[src/design/cmt_pkg.sv]
/*
 * Shared constants of the two-channel compare match timer: register
 * indices, field positions, reset values and prescaler ratios.
 * Assumes a word-addressed register bus whose address is the register index.
 */
package cmt_pkg;

    localparam int CMT_ADDR_W = 32;
    localparam int CMT_DATA_W = 16;
    localparam int CMT_CHANNELS = 2;

    // Register indices; the byte address is four times the index.
    localparam logic [31:0] CMT_IDX_START = 32'hFFFF83D0;
    localparam logic [31:0] CMT_IDX_CSR0 = 32'hFFFF83D2;
    localparam logic [31:0] CMT_IDX_CNT0 = 32'hFFFF83D4;
    localparam logic [31:0] CMT_IDX_CONST0 = 32'hFFFF83D6;
    localparam logic [31:0] CMT_IDX_CSR1 = 32'hFFFF83D8;
    localparam logic [31:0] CMT_IDX_CNT1 = 32'hFFFF83DA;
    localparam logic [31:0] CMT_IDX_CONST1 = 32'hFFFF83DC;
    localparam logic [31:0] CMT_IDX_IRQ_STATUS = 32'hFFFF83E0;
    localparam logic [31:0] CMT_IDX_IRQ_MASK = 32'hFFFF83E1;

    // Control/status field positions.
    localparam int CMT_BIT_MATCH_FLAG = 7;
    localparam int CMT_BIT_MATCH_IRQ_ENABLE = 6;
    localparam int CMT_BIT_PRESCALE_SEL_HI = 1;
    localparam int CMT_BIT_PRESCALE_SEL_LO = 0;

    // Start register field positions.
    localparam int CMT_BIT_RUN_CH0 = 0;
    localparam int CMT_BIT_RUN_CH1 = 1;

    // Reset values.
    localparam logic [15:0] CMT_RST_COUNTER = 16'h0000;
    localparam logic [15:0] CMT_RST_CONSTANT = 16'hFFFF;
    localparam logic [1:0] CMT_RST_PRESCALE_SEL = 2'h0;
    localparam logic [1:0] CMT_RST_RUN = 2'h0;
    localparam logic [1:0] CMT_RST_IRQ = 2'h0;

    // Prescaler: select n divides the clock by 2**(3 + 2*n).
    localparam int CMT_DIV_BASE_LOG2 = 3;
    localparam int CMT_DIV_STEP_LOG2 = 2;
    localparam int CMT_DIV_SELECTS = 4;
    localparam int CMT_DIV_W = CMT_DIV_BASE_LOG2 + CMT_DIV_STEP_LOG2 * (CMT_DIV_SELECTS - 1);

endpackage

[src/design/cmt_chan_if.sv]
/*
 * Carrier between the timer's register front end and one timer channel.
 * Assumes one clock; every strobe is a single-cycle pulse.
 */
`timescale 1ns/1ps
interface cmt_chan_if;
    logic [cmt_pkg::CMT_DIV_SELECTS-1:0] ticks;
    logic run;
    logic wr_counter;
    logic wr_constant;
    logic wr_csr;
    logic rd_csr;
    logic [15:0] wdata;
    logic [15:0] counter;
    logic [15:0] constant;
    logic [15:0] csr;
    logic match_event;
    logic match_interrupt;

    modport ctrl (
        output ticks, run, wr_counter, wr_constant, wr_csr, rd_csr, wdata,
        input counter, constant, csr, match_event, match_interrupt
    );
    modport chan (
        input ticks, run, wr_counter, wr_constant, wr_csr, rd_csr, wdata,
        output counter, constant, csr, match_event, match_interrupt
    );
endinterface

[src/design/cmt_timer.sv]
/*
 * Two-channel compare match timer with an Avalon-MM slave front end,
 * shared start register and a masked, sticky interrupt collector.
 * Assumes a word-addressed Avalon-MM master and a single 100 MHz clock.
 */
// Contract
// - Match flag bit 7 sets when counter equals its constant.
// - Flag clears only by writing 0 after reading 1; reset clears it.
// - Writing 1 to the match flag does nothing.
// - Bit 6 enables the match interrupt request; reset disables it.
// - Bits 1:0 pick counter clock divide 8, 32, 128 or 512.
// - Each channel has a 16-bit read/write up counter resetting to zero.
// - Each channel has a 16-bit read/write constant resetting to all ones.
// - Counters run only while their start bit is set; both reset halted.
`timescale 1ns/1ps
module cmt_timer (
    input wire logic clk,
    input wire logic rst,
    input wire logic [31:0] avs_address,
    input wire logic avs_read,
    input wire logic avs_write,
    input wire logic [31:0] avs_writedata,
    input wire logic [3:0] avs_byteenable,
    output logic [31:0] avs_readdata,
    output logic avs_waitrequest,
    output logic match_interrupt_ch0,
    output logic match_interrupt_ch1,
    output logic irq
);
    logic [cmt_pkg::CMT_DIV_SELECTS-1:0] ticks;
    logic ack, next_ack;
    logic [31:0] readdata, next_readdata;
    logic [1:0] run, next_run;
    logic [1:0] irq_status, next_irq_status;
    logic [1:0] irq_mask, next_irq_mask;
    logic wr_go;
    logic rd_go;

    cmt_chan_if ch0 ();
    cmt_chan_if ch1 ();

    cmt_prescaler u_prescaler (
        .clk(clk),
        .rst(rst),
        .ticks(ticks)
    );

    cmt_channel u_ch0 (
        .clk(clk),
        .rst(rst),
        .bus(ch0.chan)
    );

    cmt_channel u_ch1 (
        .clk(clk),
        .rst(rst),
        .bus(ch1.chan)
    );

    function automatic logic [15:0] lane_merge(input logic [15:0] old_v, input logic [15:0] new_v,
                                               input logic [1:0] be);
        lane_merge = {be[1] ? new_v[15:8] : old_v[15:8], be[0] ? new_v[7:0] : old_v[7:0]};
    endfunction

    // Every access takes exactly one wait state, so read data come from a register.
    assign avs_waitrequest = (avs_read || avs_write) && !ack;
    assign wr_go = avs_write && ack;
    assign rd_go = avs_read && ack;

    assign ch0.ticks = ticks;
    assign ch1.ticks = ticks;
    assign ch0.run = run[cmt_pkg::CMT_BIT_RUN_CH0];
    assign ch1.run = run[cmt_pkg::CMT_BIT_RUN_CH1];
    assign ch0.wr_counter = wr_go && (avs_address == cmt_pkg::CMT_IDX_CNT0);
    assign ch1.wr_counter = wr_go && (avs_address == cmt_pkg::CMT_IDX_CNT1);
    assign ch0.wr_constant = wr_go && (avs_address == cmt_pkg::CMT_IDX_CONST0);
    assign ch1.wr_constant = wr_go && (avs_address == cmt_pkg::CMT_IDX_CONST1);
    assign ch0.wr_csr = wr_go && (avs_address == cmt_pkg::CMT_IDX_CSR0) && avs_byteenable[0];
    assign ch1.wr_csr = wr_go && (avs_address == cmt_pkg::CMT_IDX_CSR1) && avs_byteenable[0];
    // The arming read is the one whose data the master takes. The flag may set between
    // loading the read data and taking them, so arming follows the flag in the data returned.
    assign ch0.rd_csr = rd_go && (avs_address == cmt_pkg::CMT_IDX_CSR0)
                        && readdata[cmt_pkg::CMT_BIT_MATCH_FLAG];
    assign ch1.rd_csr = rd_go && (avs_address == cmt_pkg::CMT_IDX_CSR1)
                        && readdata[cmt_pkg::CMT_BIT_MATCH_FLAG];

    always_comb begin
        ch0.wdata = avs_writedata[15:0];
        ch1.wdata = avs_writedata[15:0];
        if (avs_address == cmt_pkg::CMT_IDX_CNT0) begin
            ch0.wdata = lane_merge(ch0.counter, avs_writedata[15:0], avs_byteenable[1:0]);
        end else if (avs_address == cmt_pkg::CMT_IDX_CONST0) begin
            ch0.wdata = lane_merge(ch0.constant, avs_writedata[15:0], avs_byteenable[1:0]);
        end else if (avs_address == cmt_pkg::CMT_IDX_CSR0) begin
            ch0.wdata = lane_merge(ch0.csr, avs_writedata[15:0], avs_byteenable[1:0]);
        end
        if (avs_address == cmt_pkg::CMT_IDX_CNT1) begin
            ch1.wdata = lane_merge(ch1.counter, avs_writedata[15:0], avs_byteenable[1:0]);
        end else if (avs_address == cmt_pkg::CMT_IDX_CONST1) begin
            ch1.wdata = lane_merge(ch1.constant, avs_writedata[15:0], avs_byteenable[1:0]);
        end else if (avs_address == cmt_pkg::CMT_IDX_CSR1) begin
            ch1.wdata = lane_merge(ch1.csr, avs_writedata[15:0], avs_byteenable[1:0]);
        end
    end

    always_comb begin
        next_ack = (avs_read || avs_write) && !ack;
        next_readdata = readdata;
        next_run = run;
        next_irq_mask = irq_mask;
        next_irq_status = irq_status;
        if (avs_read && !ack) begin
            if (avs_address == cmt_pkg::CMT_IDX_START) begin
                next_readdata = {30'h00000000, run};
            end else if (avs_address == cmt_pkg::CMT_IDX_CSR0) begin
                next_readdata = {16'h0000, ch0.csr};
            end else if (avs_address == cmt_pkg::CMT_IDX_CNT0) begin
                next_readdata = {16'h0000, ch0.counter};
            end else if (avs_address == cmt_pkg::CMT_IDX_CONST0) begin
                next_readdata = {16'h0000, ch0.constant};
            end else if (avs_address == cmt_pkg::CMT_IDX_CSR1) begin
                next_readdata = {16'h0000, ch1.csr};
            end else if (avs_address == cmt_pkg::CMT_IDX_CNT1) begin
                next_readdata = {16'h0000, ch1.counter};
            end else if (avs_address == cmt_pkg::CMT_IDX_CONST1) begin
                next_readdata = {16'h0000, ch1.constant};
            end else if (avs_address == cmt_pkg::CMT_IDX_IRQ_STATUS) begin
                next_readdata = {30'h00000000, irq_status};
            end else if (avs_address == cmt_pkg::CMT_IDX_IRQ_MASK) begin
                next_readdata = {30'h00000000, irq_mask};
            end else begin
                next_readdata = 32'h00000000;
            end
        end
        if (wr_go && avs_byteenable[0]) begin
            if (avs_address == cmt_pkg::CMT_IDX_START) begin
                next_run = avs_writedata[1:0];
            end else if (avs_address == cmt_pkg::CMT_IDX_IRQ_MASK) begin
                next_irq_mask = avs_writedata[1:0];
            end else if (avs_address == cmt_pkg::CMT_IDX_IRQ_STATUS) begin
                next_irq_status = irq_status & ~avs_writedata[1:0];
            end
        end
        // A match in the cycle of a clearing write keeps its status bit.
        next_irq_status = next_irq_status | {ch1.match_event, ch0.match_event};
    end

    always_ff @(posedge clk) begin
        if (rst) begin
            ack <= 1'b0;
            readdata <= 32'h00000000;
            run <= cmt_pkg::CMT_RST_RUN;
            irq_status <= cmt_pkg::CMT_RST_IRQ;
            irq_mask <= cmt_pkg::CMT_RST_IRQ;
        end else begin
            ack <= next_ack;
            readdata <= next_readdata;
            run <= next_run;
            irq_status <= next_irq_status;
            irq_mask <= next_irq_mask;
        end
    end

    assign avs_readdata = readdata;
    assign match_interrupt_ch0 = ch0.match_interrupt;
    assign match_interrupt_ch1 = ch1.match_interrupt;
    assign irq = |(irq_status & irq_mask);
endmodule

[src/design/cmt_channel.sv]
/*
 * One compare match channel: up counter, match constant and control/status.
 * Assumes write data already merged by byte lanes and strobes of one cycle.
 */
`timescale 1ns/1ps
module cmt_channel (
    input wire logic clk,
    input wire logic rst,
    cmt_chan_if.chan bus
);
    logic [15:0] up_counter, next_up_counter;
    logic [15:0] match_constant, next_match_constant;
    logic match_flag, next_match_flag;
    logic flag_seen, next_flag_seen;
    logic match_irq_enable, next_match_irq_enable;
    logic [1:0] prescale_sel, next_prescale_sel;
    logic tick;
    logic hit;

    assign tick = bus.ticks[prescale_sel];
    assign hit = bus.run && tick && (up_counter == match_constant);

    always_comb begin
        next_up_counter = up_counter;
        next_match_constant = match_constant;
        next_match_flag = match_flag;
        next_flag_seen = flag_seen;
        next_match_irq_enable = match_irq_enable;
        next_prescale_sel = prescale_sel;
        if (bus.run && tick) begin
            next_up_counter = hit ? 16'h0000 : up_counter + 16'h0001;
        end
        // A software write to the counter wins over the count in the same cycle.
        if (bus.wr_counter) begin
            next_up_counter = bus.wdata;
        end
        if (bus.wr_constant) begin
            next_match_constant = bus.wdata;
        end
        if (bus.rd_csr && match_flag) begin
            next_flag_seen = 1'b1;
        end
        if (bus.wr_csr) begin
            next_match_irq_enable = bus.wdata[cmt_pkg::CMT_BIT_MATCH_IRQ_ENABLE];
            next_prescale_sel = bus.wdata[cmt_pkg::CMT_BIT_PRESCALE_SEL_HI:
                                          cmt_pkg::CMT_BIT_PRESCALE_SEL_LO];
            next_flag_seen = 1'b0;
            // A one written to the flag is ignored; a zero clears only after a read of one.
            if (!bus.wdata[cmt_pkg::CMT_BIT_MATCH_FLAG] && flag_seen) begin
                next_match_flag = 1'b0;
            end
        end
        // A match in the clearing cycle is kept.
        if (hit) begin
            next_match_flag = 1'b1;
        end
    end

    always_ff @(posedge clk) begin
        if (rst) begin
            up_counter <= cmt_pkg::CMT_RST_COUNTER;
            match_constant <= cmt_pkg::CMT_RST_CONSTANT;
            match_flag <= 1'b0;
            flag_seen <= 1'b0;
            match_irq_enable <= 1'b0;
            prescale_sel <= cmt_pkg::CMT_RST_PRESCALE_SEL;
        end else begin
            up_counter <= next_up_counter;
            match_constant <= next_match_constant;
            match_flag <= next_match_flag;
            flag_seen <= next_flag_seen;
            match_irq_enable <= next_match_irq_enable;
            prescale_sel <= next_prescale_sel;
        end
    end

    assign bus.counter = up_counter;
    assign bus.constant = match_constant;
    assign bus.csr = {8'h00, match_flag, match_irq_enable, 4'h0, prescale_sel};
    assign bus.match_event = hit;
    assign bus.match_interrupt = match_flag && match_irq_enable;
endmodule

[src/design/cmt_prescaler.sv]
/*
 * Free-running clock divider giving one-cycle enable pulses at the four
 * counter rates. Assumes the single system clock and synchronous reset.
 */
`timescale 1ns/1ps
module cmt_prescaler (
    input wire logic clk,
    input wire logic rst,
    output logic [cmt_pkg::CMT_DIV_SELECTS-1:0] ticks
);
    logic [cmt_pkg::CMT_DIV_W-1:0] div, next_div;

    always_comb begin
        next_div = div + 1'b1;
    end

    always_ff @(posedge clk) begin
        if (rst) begin
            div <= '0;
        end else begin
            div <= next_div;
        end
    end

    // Pulse n fires when the low 3 + 2*n bits are all ones.
    for (genvar i = 0; i < cmt_pkg::CMT_DIV_SELECTS; i++) begin : g_tick
        localparam int W = cmt_pkg::CMT_DIV_BASE_LOG2 + cmt_pkg::CMT_DIV_STEP_LOG2 * i;
        assign ticks[i] = &div[W-1:0];
    end
endmodule

[config.mk]
export PLATFORM = sky130hd
export DESIGN_NAME = cmt_timer
export DESIGN_NICKNAME = d
export VERILOG_FILES = /design/src/design/cmt_pkg.sv /design/src/design/cmt_chan_if.sv /design/src/design/cmt_timer.sv /design/src/design/cmt_channel.sv /design/src/design/cmt_prescaler.sv
export SDC_FILE = /design/constraint.sdc
export NUM_CORES = 1
export LEC_CHECK = 0
export ABC_CLOCK_PERIOD_IN_PS = 4000
export BUFFER_PORTS_ARGS = -buffer_cell sky130_fd_sc_hd__buf_2
export CAP_MARGIN = 20
export CORE_ASPECT_RATIO = 0.75
export CORE_UTILIZATION = 60
export CTS_CLUSTER_SIZE = 14
export DETAILED_ROUTE_END_ITERATION = 6
export PLACE_DENSITY_LB_ADDON = 0.2
export RECOVER_POWER = 25
export SKIP_LAST_GASP = 1
export SYNTH_ARGS = -nofsm -noshare
export SYNTH_HDL_FRONTEND = slang
export SYNTH_SLANG_ARGS = --single-unit
[constraint.sdc]
create_clock -name clk -period 4 [get_ports clk]
set_clock_uncertainty 0.1 [all_clocks]
set_input_delay 0.8 -clock clk [delete_from_list [all_inputs] [get_ports clk]]
set_output_delay 0.8 -clock clk [all_outputs]
set_load 0.03 [all_outputs]
After elaboration in Yosys (flattened, before gate mapping)
Index checks and enable logic that the tools add are counted.
{"block": "word_totals", "regBits": 122, "inputBits": 72, "out_inout_bits": 36, "elab_cells": 133}
{"block": "op_classes", "n_addsub": 3, "magnitude_cmp": 2, "n_eq_ne": 11, "mux": 46, "bitwise": 5, "reduce_logical": 48}
{"operator": "$mux 16", "n": 19}
{"operator": "$eq 32x32->1 const B", "n": 9}
{"operator": "$mux 8", "n": 11}
{"operator": "$add 16x1->16 const B", "n": 2}
{"operator": "$eq 16x16->1", "n": 2}
{"operator": "$logic_and 1x1->1", "n": 27}
{"operator": "$mux 2", "n": 6}
{"operator": "$reduce_bool 2->1", "n": 6}
{"operator": "$add 9x1->9 const B", "n": 1}
{"operator": "$reduce_and 9->1", "n": 1}
{"operator": "$mux 1", "n": 8}
{"operator": "$reduce_and 7->1", "n": 1}
{"operator": "$lt 2x3->1 const B", "n": 2}
{"operator": "$reduce_and 2->1", "n": 3}
{"operator": "$reduce_and 3->1", "n": 2}
{"operator": "$reduce_or 2->1", "n": 3}
{"operator": "$reduce_and 5->1", "n": 1}
{"operator": "$and 2x2->2", "n": 2}
{"operator": "$bmux 1 s2", "n": 2}
{"operator": "$logic_not 1->1", "n": 3}
{"operator": "$not 2->2", "n": 1}
{"operator": "$or 2x2->2", "n": 1}
{"operator": "$logic_or 1x1->1", "n": 1}
{"operator": "$not 1->1", "n": 1}

Logic depth before layout (Yosys ltp)
{"block": "logic_depth", "word_depth": 10, "ltp_mapped": 11, "ltp_nobuf": 10}

Cells and area by module
A second synthesis with hierarchy kept.
{"block": "unflattened", "cells_unflattened": 950, "area_unflattened_um2": 7616.1}
{"mod": "cmt_channel", "instances": 2, "cells_each": 250, "area_per_inst_um2": 2169.6}
{"mod": "cmt_timer", "instances": 1, "cells_each": 411, "area_per_inst_um2": 2905.3}
{"mod": "cmt_prescaler", "instances": 1, "cells_each": 39, "area_per_inst_um2": 371.6}

Least setup slack after synthesis
Ideal clock, no wire load.
{"block": "synth_path", "path_kind": "input port to flip-flop", "start": "in avs_address[14]", "end": "reg u_ch1.match_constant[7], in the netlist u_ch1.bus.constant[7]", "setup_ns": 0.137, "arrival_time_ns": 2.697, "required_time_ns": 3.763, "path_slack_ns": 1.066, "cell_stages": 8, "cell_sequence": "nand4bb_1 or4_4 buf_6 nor3_4 buf_6 mux2_2 o2111ai_1 nand3_1"}
{"block": "synth_via", "elab_chain_cells": 4, "word_cells_on_any_way": 7, "classes_between": "eq/ne (3); mux (3); reduce/logical (1)"}
{"item": "from (decl)", "line": "cmt_timer.sv:19", "text": "input wire logic [31:0] avs_address,"}
{"item": "$eq 32x32->1", "line": "cmt_timer.sv:101", "text": "end else if (avs_address == cmt_pkg::CMT_IDX_CSR1) begin"}
{"item": "$mux 16", "line": "cmt_timer.sv:101"}
{"item": "$mux 16", "line": "cmt_timer.sv:99", "text": "end else if (avs_address == cmt_pkg::CMT_IDX_CONST1) begin"}
{"item": "$mux 16", "line": "cmt_timer.sv:97", "text": "if (avs_address == cmt_pkg::CMT_IDX_CNT1) begin"}
{"item": "to (signal assigned)", "line": "cmt_channel.sv:62", "text": "match_constant <= cmt_pkg::CMT_RST_CONSTANT;"}
{"item": "to (signal assigned)", "line": "cmt_channel.sv:69", "text": "match_constant <= next_match_constant;"}
{"item": "to (decl)", "line": "cmt_channel.sv:12", "text": "logic [15:0] match_constant, next_match_constant;"}
Several ways; a longest one is shown, not always the timed one.
A chain may end at the register's enable or synchronous reset.

Final worst setup path
{"block": "layout_path", "start": "reg u_prescaler.div[0] in the netlist's numbering", "end": "reg u_ch0.up_counter[6], in the netlist u_ch0.bus.counter[6]"}
{"block": "layout_via", "elab_chain_cells": 8, "word_cells_on_any_way": 12, "classes_between": "mux (5); reduce/logical (7)"}
{"item": "from (decl)", "line": "cmt_prescaler.sv:11", "text": "logic [cmt_pkg::CMT_DIV_W-1:0] div, next_div;"}
{"item": "from (signal assigned)", "line": "cmt_prescaler.sv:21", "text": "div <= next_div;"}
{"item": "$reduce_and 9->1 (tied with other cells)", "line": "cmt_prescaler.sv:28", "text": "assign ticks[i] = &div[W-1:0];"}
{"item": "$bmux 1 s2 (*)", "line": "cmt_channel.sv:20", "text": "assign tick = bus.ticks[prescale_sel];"}
{"item": "$mux 1 (implied by the code) (*)", "line": "cmt_channel.sv:20"}
{"item": "$logic_and 1x1->1 (*)", "line": "cmt_channel.sv:21, cmt_channel.sv:30"}
{"item": "$logic_and 1x1->1", "line": "cmt_channel.sv:21", "text": "assign hit = bus.run && tick && (up_counter == match_constant);"}
{"item": "$mux 16", "line": "cmt_channel.sv:31", "text": "next_up_counter = hit ? 16'h0000 : up_counter + 16'h0001;"}
{"item": "$mux 16", "line": "cmt_channel.sv:30", "text": "if (bus.run && tick) begin"}
{"item": "$mux 16", "line": "cmt_channel.sv:34", "text": "if (bus.wr_counter) begin"}
{"item": "to (signal assigned)", "line": "cmt_channel.sv:61", "text": "up_counter <= cmt_pkg::CMT_RST_COUNTER;"}
{"item": "to (signal assigned)", "line": "cmt_channel.sv:68", "text": "up_counter <= next_up_counter;"}
{"item": "to (decl)", "line": "cmt_channel.sv:11", "text": "logic [15:0] up_counter, next_up_counter;"}
Mark *: on every way between the ends. The rest lies on a longest branch, timed or not. The select of a mux whose other input is x is not followed.

==> impl_metrics.csv <==
group,metric,value,unit
outcome,status,"complete, but fails checks",
outcome,violations,"capacitance limit, slew limit",
sta,rsz0062_at_grt,"no",
finish,multiInputGateArea,4410,um^2
finish,finish.cell_count_without_fillers,1033,
sta,finalSetupViolCount,0,
sta,fmax,282,MHz
floorplanning,std_cell_rows,33,
synth,synthCells,852,
setup_path,path_cells,"ha_1 > nand3_1 > inv_1 > ha_1 > mux2_2 > o21ai_0 > nor2_1 > o21ai_0 > o21bai_1 > a2111oi_0",
setup_path,start_kind,"flop",
setup_path,cp.required,4130,ps
synth,ys.flop_type,"dfxtp_1",
synth,synth-warning-count,0,
floorplanning,design.core.area,11100,um^2
pwr,finalPower,2.15,mW
global_routing,grt_usage,0.398,
place,portBuffers,73,
sta,setup-tns-final,0,ps
floorplanning,dieArea,12000,um^2
global_routing,grt_max_degree,40,
synth,ys_types,86,
clocking,post_cts_buffers,0,
floorplanning,fp.dieW,126,um
sta,period_minus_slack,3550,ps
synth,synthArstFlopShare,0,
finish,register_area,2120,um^2
synth,synthTopCellsByArea,"dfxtp_1 (31%), a21oi_1 (4.0%), nand2_1 (3.7%)",
synth,synth_edf_count,0,
synth,syn_area,6940,um^2
drt,wl_per_cell,22.8,um
setup_path,critPathMaxStageDelay,670,ps
synth,ys_ff_latch,106,
finish,drive_gt1_frac,0.143,
setup_path,crit_arrival,3680,ps
synth,ys_seq_area_frac,0.306,
clocking,cts_inserted_buffers,9,
clocking,cts_hold_buf,0,
setup_path,crit_type,"flop to flop",
finish,syn2layout_area_growth,8.84,%
clocking,clk_path_buf_depth,2,
drt,first_iter_violations,906,
clocking,clock_latency,350,ps
finish,fillCellCount,984,
floorplanning,io_pins,108,
pwr,ir_drop,0.216,mV
pwr,p_leak,2.69,nW
sta,slew_viol_final,73,
worst_hold_path,min_from,"u_prescaler.div[0]",
floorplanning,initial_core_util,0.625,
sta,fin_crit_sh,0.887,
job,drv_cap,2,
drt,drc,0,
drt,antenna_left,0,
synth,yosysMostFrequentCell,"dfxtp_1",
sta,whs,344,ps
drt,viasPerCell,7.16,
global_routing,grt_pass1_vias,6726,
synth,yosysTopAreaCellShare,0.306,
place,hpwlAfterDp,17400,um
global_routing,grt_pass1_wl,36800,um
setup_path,cp_slowest_cell,"o21ai_0",
finish,finalNetCount,966,
sta,hold_viol_final,0,
synth,synthTopCellsByCount,"dfxtp_1 (106), nand2_1 (68), a21oi_1 (55)",
place,routabilityCongestion,0.967,
global_routing,antenna_found_initial,0,
clocking,root_buffer,"clkbuf_16",
drt,dr.pass1.iters,6,
setup_path,critPathCaptureType,"flop",
worst_hold_path,hp-class,"flop to flop",
drt,vias,7397,
setup_path,critPathLaunch,"u_prescaler.div[0]",
synth,synth_largest_area_cell,"dfxtp_1",
clocking,clk_pin_slew,70,ps
setup_path,r2r-start,"u_prescaler.div[0]",
setup_path,path_max_fanout,11,
sta,worst_slew_pin_slew,1800,ps
clocking,cts_tree,"done",
clocking,h-tree-depth,3,
clocking,postCtsResizedCells,0,
sta,relSlewSlack,-0.198,
place,place_inst,1016,
global_routing,grt.overflow.total,0,
floorplanning,die_h,95.1,um
clocking,cts_sinks,106,
drt,wl,23500,um
synth,avgSynthCellArea,8.14,um^2
finish,antenna_cells,0,
pwr,power_density,285,nW/um^2
[per-layer routing]
| layer | up-vias | share of wire | GRT usage |
|---|---|---|---|
| li1 | 3288 | - | - |
| met1 | 3514 | 0.42 | 0.543 |
| met2 | 523 | 0.42 | 0.610 |
| met3 | 72 | 0.12 | 0.0915 |
| met4 | 0 | 0.034 | 0.164 |
| met5 | - | 0 | 0 |
[cells by family after synthesis]
logic type,after synthesis,share of synthesized area
compound gates,280,0.281
xor+xnor,42,0.0530
fa+ha+maj,6,0.0108
buf+inv,98,0.0685
flops,106,0.306
mux,22,0.0337
other cells,1,0.000541
simple gates,297,0.247
[worst max-delay path, delay by kind of cell, from the launching register on]
| kind | cells | cell delay [ps] |
|---|---|---|
| compound gates | 4 | 1670 |
| fa+ha+maj | 2 | 430 |
| buf+inv | 1 | 70 |
| flops | 1 | 330 |
| mux | 1 | 260 |
| simple gates | 2 | 570 |
[state kept, by name, indices dropped and copies added, names as in the netlist]
name,count
avs_readdata,16
u_ch0.bus.constant,16
u_ch0.bus.counter,16
u_ch1.bus.constant,16
u_ch1.bus.counter,16
u_prescaler.div,9
irq_mask,2
irq_status,2
run,2
u_ch0.prescale_sel,2
u_ch1.prescale_sel,2
ack,1
u_ch0.flag_seen,1
u_ch0.match_flag,1
u_ch0.match_irq_enable,1
u_ch1.flag_seen,1
u_ch1.match_flag,1
u_ch1.match_irq_enable,1
[layout by cell type, fill, tap and decap left out, drive strengths merged, types with 25 or more instances in the layout]
master / instances
nand2: 70
xor2: 25
clkbuf: 33
a21oi: 56
nor2: 48
buf: 72
nor3: 28
nand3: 27
o21ai: 56
dfxtp: 106
[final timing paths]
kind / endpoint / slack [ps] / depth (start not counted)
worst min-delay path: u_prescaler.div[0] / 340 / 1
worst max register to register: u_ch0.bus.counter[6] / 450 / 10
worst max-delay path: u_ch0.bus.counter[6] / 450 / 10
worst min register to register: u_prescaler.div[0] / 340 / 1
[power breakdown]
part / leakage (nW) / switching, mW / total, mW / internal (mW)
registers: 0.856 / 0.00361 / 1.06 / 1.06
clock network: 0.148 / 0.429 / 0.896 / 0.468
logic: 1.69 / 0.142 / 0.197 / 0.0547
total: 2.69 / 0.574 / 2.15 / 1.58
[final cells by class]
| type | instances | area share |
|---|---|---|
| Clock buffer | 11 | 0.0335 |
| Clock inverter | 5 | 0.00613 |
| Inverter | 14 | 0.00696 |
| Multi-Input combinational cell | 663 | 0.584 |
| Sequential cell | 106 | 0.281 |
| Tap cell | 140 | 0.0232 |
| Timing Repair Buffer | 94 | 0.0653 |
[stage by stage]
stage	utilization	setup WS, ps	instance area, um^2
floorplan	-	1070	6990
detailed placement	0.655	634	7270
finish	0.680	453	7550
global route	0.680	260	7550
global placement	0.655	724	7270
CTS	0.682	691	7570
No activity file was read; power rests on OpenSTA's default activity.
